==> src/logic/fcm_pkg.sv <==
// Package of the clock-manager control block: register map, field layout, reset values.
// Assumes a 32-bit APB register bus with byte addresses in paddr[7:0].
package fcm_pkg;
	localparam int NUM_GLB = 32;
	localparam int LINES_PER_REGION = 12;
	localparam int TRACKS = 4;
	localparam int PHASES = 8;
	localparam int DIV_W = 7;
	localparam int RDIV_W = 3;
	localparam int FRAC_W = 3;
	// Register byte offsets; output divider n sits at A_OUT0 + 4*n.
	localparam logic [7:0] A_CTRL = 8'h00;
	localparam logic [7:0] A_OUT0 = 8'h04;
	localparam logic [7:0] A_PSHIFT = 8'h20;
	localparam logic [7:0] A_GSEL = 8'h24;
	localparam logic [7:0] A_GCE = 8'h28;
	localparam logic [7:0] A_HEN0 = 8'h2C;
	localparam logic [7:0] A_RBUF0 = 8'h3C;
	localparam logic [7:0] A_STATUS = 8'h4C;
	// Field positions.
	localparam int CTRL_D_LSB = 0;
	localparam int CTRL_M_LSB = 8;
	localparam int CTRL_BW_LSB = 16;
	localparam int CTRL_FEN_BIT = 20;
	localparam int CTRL_FOUT_BIT = 21;
	localparam int CTRL_FSEL_LSB = 24;
	localparam int CTRL_FRAC_LSB = 28;
	localparam int OUT_PH_LSB = 8;
	localparam int PS_UP_BIT = 8;
	localparam int PS_DN_BIT = 9;
	localparam int RB_FIELD_W = 5;
	// Input-jitter filter settings.
	localparam logic [1:0] BW_LOW = 2'h0;
	localparam logic [1:0] BW_HIGH = 2'h1;
	localparam logic [1:0] BW_OPT = 2'h2;
	// Reset values: all dividers by one, filter optimised, global and horizontal buffers off; regional tracks have no enable.
	localparam logic [31:0] CTRL_RST = 32'h0002_0000;
	localparam logic [31:0] GCE_RST = 32'h0000_0000;
endpackage

==> src/logic/fcm_top.sv <==
// Control logic of a clock-management tile and its clock distribution, as clock enables.
// Assumes pclk stands in for the oscillator, one pclk per 45-degree phase step;
// ref_pin and cc_pin come from outside the pclk domain.
//
// Design decisions made here: the register addresses and register access over APB.
`timescale 1ns/1ps
`default_nettype none
module fcm_top #(
	parameter int NUM_OUT = 7,
	parameter int NUM_REGIONS = 4
) (
	input wire logic pclk, // Bus and oscillator clock.
	input wire logic presetn, // Asynchronous reset, active low.
	input wire logic psel, // APB select.
	input wire logic penable, // APB enable.
	input wire logic pwrite, // APB direction.
	input wire logic [7:0] paddr, // APB byte address.
	input wire logic [31:0] pwdata, // APB write data.
	output logic [31:0] prdata, // APB read data.
	output logic pready, // APB ready.
	output logic pslverr, // APB error on unmapped address.
	input wire logic ref_pin, // Reference clock pin.
	input wire logic [NUM_REGIONS*4-1:0] cc_pin, // Clock-capable input pins.
	output logic pfd_ref, // Divided reference pulse.
	output logic pfd_fb, // Divided feedback pulse.
	output logic [1:0] bw_mode, // Jitter filter setting.
	output logic [NUM_OUT-1:0] div_clk_en, // Output divider pulses.
	output logic [fcm_pkg::NUM_GLB-1:0] glb_clk, // Global line pulses.
	output logic [NUM_REGIONS*12-1:0] hclk, // Horizontal buffer pulses.
	output logic [NUM_REGIONS*4-1:0] rclk // Regional track pulses.
);
	localparam int NR = NUM_REGIONS;
	localparam int NP = NUM_REGIONS * 4;

	// Refused at elaboration: the register map addresses only these tile shapes.
	if (NUM_OUT < 6 || NUM_OUT > 7 || NR < 1 || NR > 4) begin : g_bad_shape
		$error("unsupported output or region count");
	end

	function automatic logic [7:0] reg_addr(input logic [7:0] base, input int idx);
		reg_addr = base + 8'(idx * 4);
	endfunction

	function automatic logic addr_ok(input logic [7:0] a);
		addr_ok = (a[1:0] == 2'h0) && ((a <= fcm_pkg::A_GCE &&
			!(NUM_OUT == 6 && a == reg_addr(fcm_pkg::A_OUT0, 6))) ||
			(a >= fcm_pkg::A_HEN0 && a < reg_addr(fcm_pkg::A_HEN0, NR)) ||
			(a >= fcm_pkg::A_RBUF0 && a < reg_addr(fcm_pkg::A_RBUF0, NR)) ||
			a == fcm_pkg::A_STATUS);
	endfunction

	// ------------------------------------------------------------
	// Register bus
	// ------------------------------------------------------------
	logic [31:0] ctrl, gsel, gce, rd_val;
	logic [6:0] div_cfg [NUM_OUT];
	logic [2:0] ph_cfg [NUM_OUT];
	logic [11:0] hen [NR];
	logic [19:0] rcfg [NR];
	logic [2:0] ps_off, facc;
	logic [7:0] ref_ev, fb_ev;
	logic wr;

	// One wait state: pready rises in the first access cycle's next edge.
	assign wr = psel && penable && pready && pwrite && addr_ok(paddr);

	always_ff @(posedge pclk or negedge presetn) begin
		if (!presetn) begin
			pready <= 1'b0;
			pslverr <= 1'b0;
			prdata <= 32'h0000_0000;
		end else begin
			pready <= psel && penable && !pready;
			if (psel && penable && !pready) begin
				pslverr <= !addr_ok(paddr);
				prdata <= pwrite ? 32'h0000_0000 : rd_val;
			end
		end
	end

	always_comb begin
		rd_val = 32'h0000_0000;
		if (paddr == fcm_pkg::A_CTRL) rd_val = ctrl;
		if (paddr == fcm_pkg::A_PSHIFT) rd_val = {29'h0, ps_off};
		if (paddr == fcm_pkg::A_GSEL) rd_val = gsel;
		if (paddr == fcm_pkg::A_GCE) rd_val = gce;
		if (paddr == fcm_pkg::A_STATUS) rd_val = {8'h00, fb_ev, ref_ev, 1'b0, facc, 1'b0, ps_off};
		for (int i = 0; i < NUM_OUT; i++) begin
			if (paddr == reg_addr(fcm_pkg::A_OUT0, i)) rd_val = {21'h0, ph_cfg[i], 1'b0, div_cfg[i]};
		end
		for (int r = 0; r < NR; r++) begin
			if (paddr == reg_addr(fcm_pkg::A_HEN0, r)) rd_val = {20'h0, hen[r]};
			if (paddr == reg_addr(fcm_pkg::A_RBUF0, r)) rd_val = {12'h0, rcfg[r]};
		end
	end

	always_ff @(posedge pclk or negedge presetn) begin
		if (!presetn) begin
			ctrl <= fcm_pkg::CTRL_RST;
			gsel <= 32'h0000_0000;
			gce <= fcm_pkg::GCE_RST;
			for (int i = 0; i < NUM_OUT; i++) begin
				div_cfg[i] <= 7'h00;
				ph_cfg[i] <= 3'h0;
			end
			for (int r = 0; r < NR; r++) begin
				hen[r] <= 12'h000;
				rcfg[r] <= 20'h00000;
			end
		end else if (wr) begin
			if (paddr == fcm_pkg::A_CTRL) ctrl <= pwdata;
			if (paddr == fcm_pkg::A_GSEL) gsel <= pwdata;
			if (paddr == fcm_pkg::A_GCE) gce <= pwdata;
			for (int i = 0; i < NUM_OUT; i++) begin
				if (paddr == reg_addr(fcm_pkg::A_OUT0, i)) begin
					div_cfg[i] <= pwdata[6:0];
					ph_cfg[i] <= pwdata[fcm_pkg::OUT_PH_LSB +: 3];
				end
			end
			for (int r = 0; r < NR; r++) begin
				if (paddr == reg_addr(fcm_pkg::A_HEN0, r)) hen[r] <= pwdata[11:0];
				if (paddr == reg_addr(fcm_pkg::A_RBUF0, r)) rcfg[r] <= pwdata[19:0];
			end
		end
	end

	// Fixed offset on a plain write, or one step up or down per command.
	always_ff @(posedge pclk or negedge presetn) begin
		if (!presetn) ps_off <= 3'h0;
		else if (wr && paddr == fcm_pkg::A_PSHIFT) begin
			if (pwdata[fcm_pkg::PS_UP_BIT]) ps_off <= ps_off + 3'h1;
			else if (pwdata[fcm_pkg::PS_DN_BIT]) ps_off <= ps_off - 3'h1;
			else ps_off <= pwdata[2:0];
		end
	end

	always_ff @(posedge pclk or negedge presetn) begin
		if (!presetn) bw_mode <= fcm_pkg::CTRL_RST[fcm_pkg::CTRL_BW_LSB +: 2];
		else bw_mode <= ctrl[fcm_pkg::CTRL_BW_LSB +: 2];
	end

	// ------------------------------------------------------------
	// Pre-divider, feedback divider and fractional accumulator
	// ------------------------------------------------------------
	logic ref_s1, ref_s2, ref_s3, ref_rise;
	logic [6:0] d_cnt, d_act, fb_cnt, fb_act;
	logic fb_stretch, term_fb, frac_evt, frac_carry, frac_out;
	logic [2:0] frac, fsel;
	logic [3:0] frac_sum;
	logic [NUM_OUT-1:0] term_o;

	assign ref_rise = ref_s2 && !ref_s3;
	assign frac = ctrl[fcm_pkg::CTRL_FRAC_LSB +: 3];
	assign fsel = ctrl[fcm_pkg::CTRL_FSEL_LSB +: 3];
	assign frac_out = ctrl[fcm_pkg::CTRL_FOUT_BIT];
	assign frac_sum = {1'b0, facc} + {1'b0, frac};
	assign frac_carry = ctrl[fcm_pkg::CTRL_FEN_BIT] && (NUM_OUT == 7) && frac_sum[3];
	assign term_fb = !fb_stretch && fb_cnt == fb_act;
	assign frac_evt = frac_out ? (32'(fsel) < NUM_OUT && term_o[fsel]) : term_fb;

	always_ff @(posedge pclk or negedge presetn) begin
		if (!presetn) begin
			ref_s1 <= 1'b0;
			ref_s2 <= 1'b0;
			ref_s3 <= 1'b0;
		end else begin
			ref_s1 <= ref_pin;
			ref_s2 <= ref_s1;
			ref_s3 <= ref_s2;
		end
	end

	always_ff @(posedge pclk or negedge presetn) begin
		if (!presetn) begin
			d_cnt <= 7'h00;
			d_act <= 7'h00;
			pfd_ref <= 1'b0;
			ref_ev <= 8'h00;
		end else begin
			pfd_ref <= 1'b0;
			if (ref_rise) begin
				if (d_cnt == d_act) begin
					d_cnt <= 7'h00;
					d_act <= ctrl[fcm_pkg::CTRL_D_LSB +: 7];
					pfd_ref <= 1'b1;
					ref_ev <= ref_ev + 8'h01;
				end else d_cnt <= d_cnt + 7'h01;
			end
		end
	end

	// With the output route off, a fractional carry holds the feedback count one extra oscillator cycle.
	always_ff @(posedge pclk or negedge presetn) begin
		if (!presetn) begin
			fb_cnt <= 7'h00;
			fb_act <= 7'h00;
			fb_stretch <= 1'b0;
			pfd_fb <= 1'b0;
			fb_ev <= 8'h00;
		end else begin
			pfd_fb <= 1'b0;
			if (fb_stretch) fb_stretch <= 1'b0;
			else if (term_fb) begin
				fb_cnt <= 7'h00;
				fb_act <= ctrl[fcm_pkg::CTRL_M_LSB +: 7];
				pfd_fb <= 1'b1;
				fb_ev <= fb_ev + 8'h01;
				fb_stretch <= frac_carry && !frac_out;
			end else fb_cnt <= fb_cnt + 7'h01;
		end
	end

	always_ff @(posedge pclk or negedge presetn) begin
		if (!presetn) facc <= 3'h0;
		else if (!ctrl[fcm_pkg::CTRL_FEN_BIT]) facc <= 3'h0;
		else if (frac_evt) facc <= frac_sum[2:0];
	end

	// ------------------------------------------------------------
	// Phases and output dividers
	// ------------------------------------------------------------
	logic [2:0] vco_ph;
	logic [6:0] cnt_o [NUM_OUT];
	logic [6:0] div_act [NUM_OUT];
	logic [2:0] ph_act [NUM_OUT];
	logic [NUM_OUT-1:0] tick_o, stretch_o;

	always_ff @(posedge pclk or negedge presetn) begin
		if (!presetn) vco_ph <= 3'h0;
		else vco_ph <= vco_ph + 3'h1;
	end

	always_comb begin
		for (int i = 0; i < NUM_OUT; i++) begin
			tick_o[i] = vco_ph == 3'(ph_act[i] + ps_off);
			term_o[i] = tick_o[i] && !stretch_o[i] && cnt_o[i] == div_act[i];
		end
	end

	always_ff @(posedge pclk or negedge presetn) begin
		if (!presetn) begin
			div_clk_en <= '0;
			stretch_o <= '0;
			for (int i = 0; i < NUM_OUT; i++) begin
				cnt_o[i] <= 7'h00;
				div_act[i] <= 7'h00;
				ph_act[i] <= 3'h0;
			end
		end else begin
			div_clk_en <= term_o;
			for (int i = 0; i < NUM_OUT; i++) begin
				if (tick_o[i]) begin
					if (stretch_o[i]) stretch_o[i] <= 1'b0;
					else if (term_o[i]) begin
						cnt_o[i] <= 7'h00;
						div_act[i] <= div_cfg[i];
						ph_act[i] <= ph_cfg[i];
						stretch_o[i] <= frac_carry && frac_out && 32'(fsel) == i;
					end else cnt_o[i] <= cnt_o[i] + 7'h01;
				end
			end
		end
	end

	// ------------------------------------------------------------
	// Global, horizontal and regional buffers
	// ------------------------------------------------------------
	logic [fcm_pkg::NUM_GLB-1:0] gsel_act, gcur;
	logic [NP-1:0] cc_s1, cc_s2, cc_s3, cc_rise, rb_in;
	logic [1:0] rsel_act [NP];
	logic [2:0] rdiv_act [NP];
	logic [2:0] rcnt [NP];

	// On an enabled line a source switch waits for the current source's pulse, so no pulse is cut.
	always_comb begin
		for (int g = 0; g < fcm_pkg::NUM_GLB; g++) begin
			gcur[g] = gsel_act[g] ? div_clk_en[(g + 1) % NUM_OUT] : div_clk_en[g % NUM_OUT];
		end
	end

	always_ff @(posedge pclk or negedge presetn) begin
		if (!presetn) begin
			gsel_act <= 32'h0000_0000;
			glb_clk <= 32'h0000_0000;
			hclk <= '0;
		end else begin
			for (int g = 0; g < fcm_pkg::NUM_GLB; g++) begin
				if (gcur[g] || !gce[g]) gsel_act[g] <= gsel[g];
			end
			glb_clk <= gce & gcur;
			for (int r = 0; r < NR; r++) begin
				for (int k = 0; k < fcm_pkg::LINES_PER_REGION; k++) begin
					hclk[r * 12 + k] <= hen[r][k] && glb_clk[(r * 12 + k) % 32];
				end
			end
		end
	end

	assign cc_rise = cc_s2 & ~cc_s3;

	always_comb begin
		for (int j = 0; j < NP; j++) begin
			rb_in[j] = cc_rise[(j / 4) * 4 + 32'(rsel_act[j])];
		end
	end

	always_ff @(posedge pclk or negedge presetn) begin
		if (!presetn) begin
			cc_s1 <= '0;
			cc_s2 <= '0;
			cc_s3 <= '0;
			rclk <= '0;
			for (int j = 0; j < NP; j++) begin
				rsel_act[j] <= 2'h0;
				rdiv_act[j] <= 3'h0;
				rcnt[j] <= 3'h0;
			end
		end else begin
			cc_s1 <= cc_pin;
			cc_s2 <= cc_s1;
			cc_s3 <= cc_s2;
			for (int j = 0; j < NP; j++) begin
				rclk[j] <= rb_in[j] && rcnt[j] == rdiv_act[j];
				if (rb_in[j]) begin
					if (rcnt[j] == rdiv_act[j]) begin
						rcnt[j] <= 3'h0;
						rsel_act[j] <= rcfg[j / 4][(j % 4) * 5 +: 2];
						rdiv_act[j] <= rcfg[j / 4][(j % 4) * 5 + 2 +: 3];
					end else rcnt[j] <= rcnt[j] + 3'h1;
				end
			end
		end
	end
endmodule
`default_nettype wire

==> config.mk <==
export PLATFORM = sky130hd
export DESIGN_NAME = fcm_top
export DESIGN_NICKNAME = d
export VERILOG_FILES = /design/src/logic/fcm_pkg.sv /design/src/logic/fcm_top.sv
export SDC_FILE = /design/constraint.sdc
export NUM_CORES = 1
export LEC_CHECK = 0
export BUFFER_PORTS_ARGS = -buffer_cell sky130_fd_sc_hd__buf_4
export CELL_PAD_IN_SITES_DETAIL_PLACEMENT = 1
export CELL_PAD_IN_SITES_GLOBAL_PLACEMENT = 2
export CORE_UTILIZATION = 42
export CTS_CLUSTER_DIAMETER = 40
export DETAILED_ROUTE_END_ITERATION = 6
export PLACE_DENSITY_LB_ADDON = 0.1
export SYNTH_ARGS = -nofsm -noshare
export SYNTH_HDL_FRONTEND = slang
export SYNTH_SLANG_ARGS = --single-unit
export TNS_END_PERCENT = 50
==> constraint.sdc <==
create_clock -name pclk -period 4.3 [get_ports pclk]
set_clock_uncertainty 0.15 [all_clocks]
set_input_delay 0.86 -clock pclk [delete_from_list [all_inputs] [get_ports pclk]]
set_output_delay 0.86 -clock pclk [all_outputs]
set_load 0.03 [all_outputs]
# Word level (Yosys, flattened, before mapping)
# Index checks and enable logic that the tools add are counted.
# Widths: inputs -> output; s select.
word_totals:
  regBits: 826
  word_cells: 670
  output_inout_bits: 141
op_classes:
  order_cmp: 23
  add_sub_neg: 50
  bitwise_logic: 11
  n_eq_ne: 58
  mux: 137
  reduce_logical: 232
ops:
  columns: ["operator", "n"]
  rows:
  - ["$mux 32", 21]
  - ["$logic_and 1x1->1", 100]
  - ["$reduce_and 2->1", 43]
  - ["$mux 1", 70]
  - ["$eq 3x3->1", 23]
  - ["$eq 8x6->1 const B", 8]
  - ["$add 7x1->7 const B", 9]
  - ["$eq 7x7->1", 9]
  - ["$mux 7", 9]
  - ["$mux 3", 20]
  - ["$add 3x1->3 const B", 18]
  - ["$bmux 1 s4", 12]
  - ["$logic_not 1->1", 44]
  - ["$add 4x2->5 const A", 8]
  - ["$lt 5x5->1 const B", 8]
  - ["$logic_or 1x1->1", 35]
  - ["$and 32x32->32", 1]
  - ["$eq 8x5->1 const B", 4]
  - ["$eq 8x7->1 const B", 4]
  - ["$add 3x3->3", 7]
  - ["$reduce_and 3->1", 7]
  - ["$lt 2x5->1 const B", 4]
  - ["$lt 4x5->1 const B", 4]
  - ["$add 3x2->4 const A", 4]
  - ["23 further kinds", 39]

# Depth between registers and ports, before layout
depth:
  depth_word: 22
  depth_mapped: 11
  mapped_depth_nobuf: 10

# Least setup slack after synthesis
# No wires, ideal clock.
synth_path:
  path_type: "input -> register"
  startpoint: "input paddr[1]"
  endpoint: "register rcfg[43] in the netlist's numbering"
  setup_slack_ns: 0.826
  t_arrival_ns: 3.199
  path_buffers: 5
  setup_ns: 0.125
  t_required_ns: 4.025
  stages: 11
  path_cell_list: "clkbuf_1 -> or4b_1 -> buf_2 -> o22ai_2 -> a21oi_1 -> or3_1 -> buf_6 -> buf_6 -> nor2_4 -> buf_4 -> mux2_2"
synth_between:
  elab_chain_cells: 8
  word_cells_on_any_way: 16
synth_lines:
  columns: ["element", "line", "rtl"]
  rows:
  - ["start: declaration", "fcm_top.sv:17", "input wire logic [7:0] paddr,"]
  - ["$ge 8x6->1 or $lt 8x6->1 (tied branches)", "fcm_top.sv:47", "(a >= fcm_pkg::A_HEN0 && a < reg_addr(fcm_pkg::A_HEN0, NR)) ||"]
  - ["$logic_and 1x1->1", "fcm_top.sv:47", null]
  - ["$logic_or 1x1->1", "fcm_top.sv:46", "!(NUM_OUT == 6 && a == reg_addr(fcm_pkg::A_OUT0, 6))) ||"]
  - ["$logic_or 1x1->1", "fcm_top.sv:47", null]
  - ["$logic_or 1x1->1", "fcm_top.sv:48", "(a >= fcm_pkg::A_RBUF0 && a < reg_addr(fcm_pkg::A_RBUF0, NR)) ||"]
  - ["$logic_and 1x1->1", "fcm_top.sv:45", "addr_ok = (a[1:0] == 2'h0) && ((a <= fcm_pkg::A_GCE &&"]
  - ["$logic_and 1x1->1", "fcm_top.sv:65", "assign wr = psel && penable && pready && pwrite && addr_ok(paddr);"]
  - ["$reduce_and 2->1 (no line) (*)", null, null]
  - ["end signal: indexed assignment", "fcm_top.sv:122", "if (paddr == reg_addr(fcm_pkg::A_RBUF0, r)) rcfg[r] <= pwdata[19:0];"]
  - ["end: declaration", "fcm_top.sv:59", "logic [19:0] rcfg [NR];"]
# Mark *: on every way between the ends. The rest lies on a longest branch, timed or not.
# A chain may end at the register's enable or synchronous reset.

# Worst setup path in the final report
layout_path:
  startpoint: "register ps_off[0]"
  endpoint: "register ph_act[7] in the netlist's numbering"
layout_between:
  elab_chain_cells: 5
layout_lines:
  columns: ["element", "line", "rtl"]
  rows:
  - ["start: declaration", "fcm_top.sv:60", "logic [2:0] ps_off, facc;"]
  - ["start signal: assignment", "fcm_top.sv:131", "if (pwdata[fcm_pkg::PS_UP_BIT]) ps_off <= ps_off + 3'h1;"]
  - ["start signal: assignment", "fcm_top.sv:132", "else if (pwdata[fcm_pkg::PS_DN_BIT]) ps_off <= ps_off - 3'h1;"]
  - ["start signal: assignment", "fcm_top.sv:133", "else ps_off <= pwdata[2:0];"]
  - ["$add 3x3->3 (*)", "fcm_top.sv:235", "tick_o[i] = vco_ph == 3'(ph_act[i] + ps_off);"]
  - ["$eq 3x3->1 (*)", "fcm_top.sv:235", null]
  - ["$logic_and 1x1->1 (2 in a row)", "fcm_top.sv:236", "term_o[i] = tick_o[i] && !stretch_o[i] && cnt_o[i] == div_act[i];"]
  - ["$reduce_and 3->1 (no line) (*)", null, null]
  - ["end signal: indexed assignment", "fcm_top.sv:257", "ph_act[i] <= ph_cfg[i];"]
  - ["end: declaration", "fcm_top.sv:225", "logic [2:0] ph_act [NUM_OUT];"]
# Marked as above.

==> qor.txt <==
Total GRT Usage -> 29.2%
Seq/Total Area, Yosys -> 56.7%
Yosys cell types -> 85
Worst path cell trace -> ha_1 -> fa_1 -> xnor2_1 -> xnor2_1 -> and4b_1 -> and2_0 -> mux2_2
Layout cells sized above 1 -> 31.0%
I/O pins -> 203
Leak -> 22.0 nW
Worst setup margin -> 0.578 ns
Mapped Nets -> 3,081
Failing checks -> negative hold slack
Startpoint types -> flip-flop
Reg2Reg Depth -> 7
Post-route cell area -> 44,900 sq um
Placed cell areas -> 39,800 sq um
Final Hold Vio Count -> 2
Yosys top cell area share -> 56.6%
Cts bufs inserted -> 139
Die H -> 297 um
#FFs+latches synth -> 826
Detailed placer's ending HPWL -> 89,600 um
P per Cell Area -> 462 nW/um^2
Setup Slack @ Placement -> 0.0672 ns
Die width -> 297 um
Mean Syn Cell Area -> 12.3 sq um
WHS -> -0.0104 ns
EDFF count, synth -> 0
Clk buf depth -> 3
Grt ovf -> 0
Clk Tree Root Cell -> clkbuf_16
First-pass GRT wire length -> 187,000 um
Critical path capture point type -> flip-flop
Slew HR -> 18.1%
Synth Instances -> 2,971
Slew @ Worst Pin -> 1.22 ns
TritonRoute pass-1 iters -> 5
Post-Route Setup TNS -> 0 ns
# setup viols final -> 0
Maximum fanout along the worst path -> 13
Post-CTS sizing -> 0
RSZ-0062 raised after global routing -> no
Max Cap Viol -> 0
Avg Vias per Cell -> 5.69
Nets -> 3,401
Asr flop ratio synth -> 100%
Top_reg_cell synth -> dfrtp_1
Total core area -> 85,500 sq um
Area Overhead vs Synth -> 23.1%
Setup bufs post-CTS -> 0
Final worst path period need -> 3.72 ns
Max Freq -> 269 MHz
Max VDD drop -> 0.381 mV
Latest clock arrival within the worst-skew pair -> 0.74 ns
Row count -> 107
Hold Path Class -> primary input to asynchronous set/reset pin
Clock slew at reported path FFs -> 0.05 ns
PnR Total Power -> 20.7 mW
Pin count of the biggest net entering global routing -> 112
Initial Util -> 42.6%
Worst EP required -> 4.76 ns
# DRC -> 0
Critical Path Source -> ps_off[0]$_DFFE_PN0P_
Netlist Area Pre-Place -> 36,500 sq um
Routability cong. -> 0.877
H-tree Lvls -> 4
CP Class -> flip-flop to flip-flop
Number of global-route vias before repair -> 28,264
Tcrit/Tclk final -> 86.5%
Wire per inst -> 27.4 um
PortBufs -> 202
Worst R2R Start -> ps_off[0]$_DFFE_PN0P_
CTS Sinks -> 826
R2r setup slk -> 0.58 ns
Die footprint -> 88,000 sq um
Most Frequent Cell on Critical Path -> xnor2_1
Warnings from Yosys -> 0
Detail Route Antenna Nets -> 0
Largest cells by area after synthesis -> dfrtp_1 57%, mux2_2 14%, nand2_1 2.7%
CTS tree -> done
Vias after detailed routing -> 25,927
Hold Buf Count CTS -> 0
Outcome -> complete, but fails checks
Initial antenna violation count -> 6
Arrival @ worst endpoint -> 4.18 ns
Critical path's slowest cell -> and2_0
Fin. max-slew vios -> 0
Synth area leader -> dfrtp_1
Slowest Stage Delay on Critical Path -> 0.74 ns
# fillers -> 8,682
Detailed Route WL -> 125,000 um
Terminus of the critical flop-to-flop path -> ph_act[7]$_DFFE_PN0P_
Iteration-0 DRC count of the detailed router -> 1,884
## state kept, by name (all words and copies together) (netlist names), 16 cells and up
name and count:
rcfg 80, cnt_o 49, div_act 49, div_cfg 49, hclk 48, hen 48
rcnt 48, rdiv_act 48, ctrl 32, gce 32, glb_clk 32, gsel 32
gsel_act 32, prdata 32, rsel_act 32, ph_act 21, ph_cfg 21, cc_s1 16
cc_s2 16, cc_s3 16, rclk 16
## cell families (layout without fill, tap and decap cells)
kind of cell,Yosys count,count (layout),synth area share [%]
other,0,3,0
and+or+nand+nor,784,784,10.9
adders and majority gates,48,48,1.81
DFF,826,826,56.7
muxes,510,510,16.1
buffers and inverters,168,606,2.12
xor gates and xnor gates,176,176,4.25
AOI/OAI and AO/OA,459,459,8.12
## stage by stage
stage | instances | utilization, %
floorplan | 2971 | -
global placement | 4294 | 46.5
detailed placement | 4294 | 46.5
CTS | 4553 | 52.4
global route | 4554 | 52.4
finish | 4556 | 52.4
## area by class of cell
cell class / instances / area (sq um) / share of cell area, %
clock inverters: 92 / 1340 / 2.99
flip-flops and latches: 826 / 20700 / 46.1
inverters: 42 / 158 / 0.351
well taps: 1144 / 1430 / 3.19
diodes: 3 / 7.51 / 0.0167
clock buffers: 167 / 3760 / 8.37
repair buffers: 305 / 2460 / 5.48
multi-input cells: 1977 / 15000 / 33.5
## placed cells by master, fill, tap and decap left out, types with 12 or more instances in the layout
cell type   instances
nor2_1            168
dfrtp_1           824
nand4_1            26
mux4_2             16
clkinv_4           14
a21oi_1           119
buf_12             13
and2_1             53
buf_4             291
mux2_2            448
a22o_1             12
clkinv_2           12
and3_1             17
a222oi_1           12
inv_6              15
o221ai_1           23
o22ai_1            30
nand3_1            37
inv_1              36
mux2i_1            38
clkbuf_1           13
clkbuf_16         141
bufinv_16          24
a221o_1            14
nand2b_1           47
o21ai_0           143
nor3_1             39
clkinvlp_4         16
xnor2_1            62
a221oi_1           30
nor4_1             21
xor2_1            113
ha_1               40
nor2b_1            39
clkbuf_8           13
nand2_1           265
## worst max-delay path by stage
stage                                 end
global placement    prdata[2]$_DFFE_PN0P_
floorplan            rcfg[43]$_DFFE_PN0P_
finish              ph_act[7]$_DFFE_PN0P_
global route        ph_act[7]$_DFFE_PN0P_
CTS                 ph_act[7]$_DFFE_PN0P_
detailed placement  prdata[9]$_DFFE_PN0P_
## Yosys cell counts, drive strengths merged, types with 4 or more instances
cell type,count
dfrtp,824
mux2,456
nand2,265
nor2,180
o21ai,143
a21oi,119
xor2,113
clkbuf,81
xnor2,63
and2,55
nand2b,47
buf,45
nor3,44
ha,40
nor2b,39
mux2i,38
nand3,37
inv,36
o22ai,31
a221oi,30
nand4,26
o221ai,23
nor4,22
and3,17
mux4,16
a221o,14
a222oi,12
a22o,12
a22oi,10
o31ai,9
or2,9
fa,8
o211ai,8
a211oi,7
or3,7
clkinv,6
nand3b,6
or4b,6
nor3b,5
nor4b,5
a21o,4
a32o,4
## report_power, final
part,switching (mW),leakage (nW),internal (mW),total [mW]
Sequential,0.113,11.3,7.89,8.00
Combinational,0.513,8.18,0.223,0.736
Clock,4.21,2.44,7.79,12.0
## worst max-delay path: cells and delay by family (launching register included)
kind,cells,cell delay (ns)
muxes,1,0.42
adders and majority gates,2,0.79
xor gates and xnor gates,2,0.44
DFF,1,0.66
and+or+nand+nor,2,1.13
## metal layers
metal / global-route usage (%) / vias to the layer above / routed length [um]
met5: 1.39 / - / 170
met4: 12.0 / 2 / 4970
met3: 4.76 / 220 / 6790
met2: 47.6 / 773 / 59800
met1: 38.5 / 13640 / 53100
li1: - / 11292 / -
(Power assumes the default switching activity.)
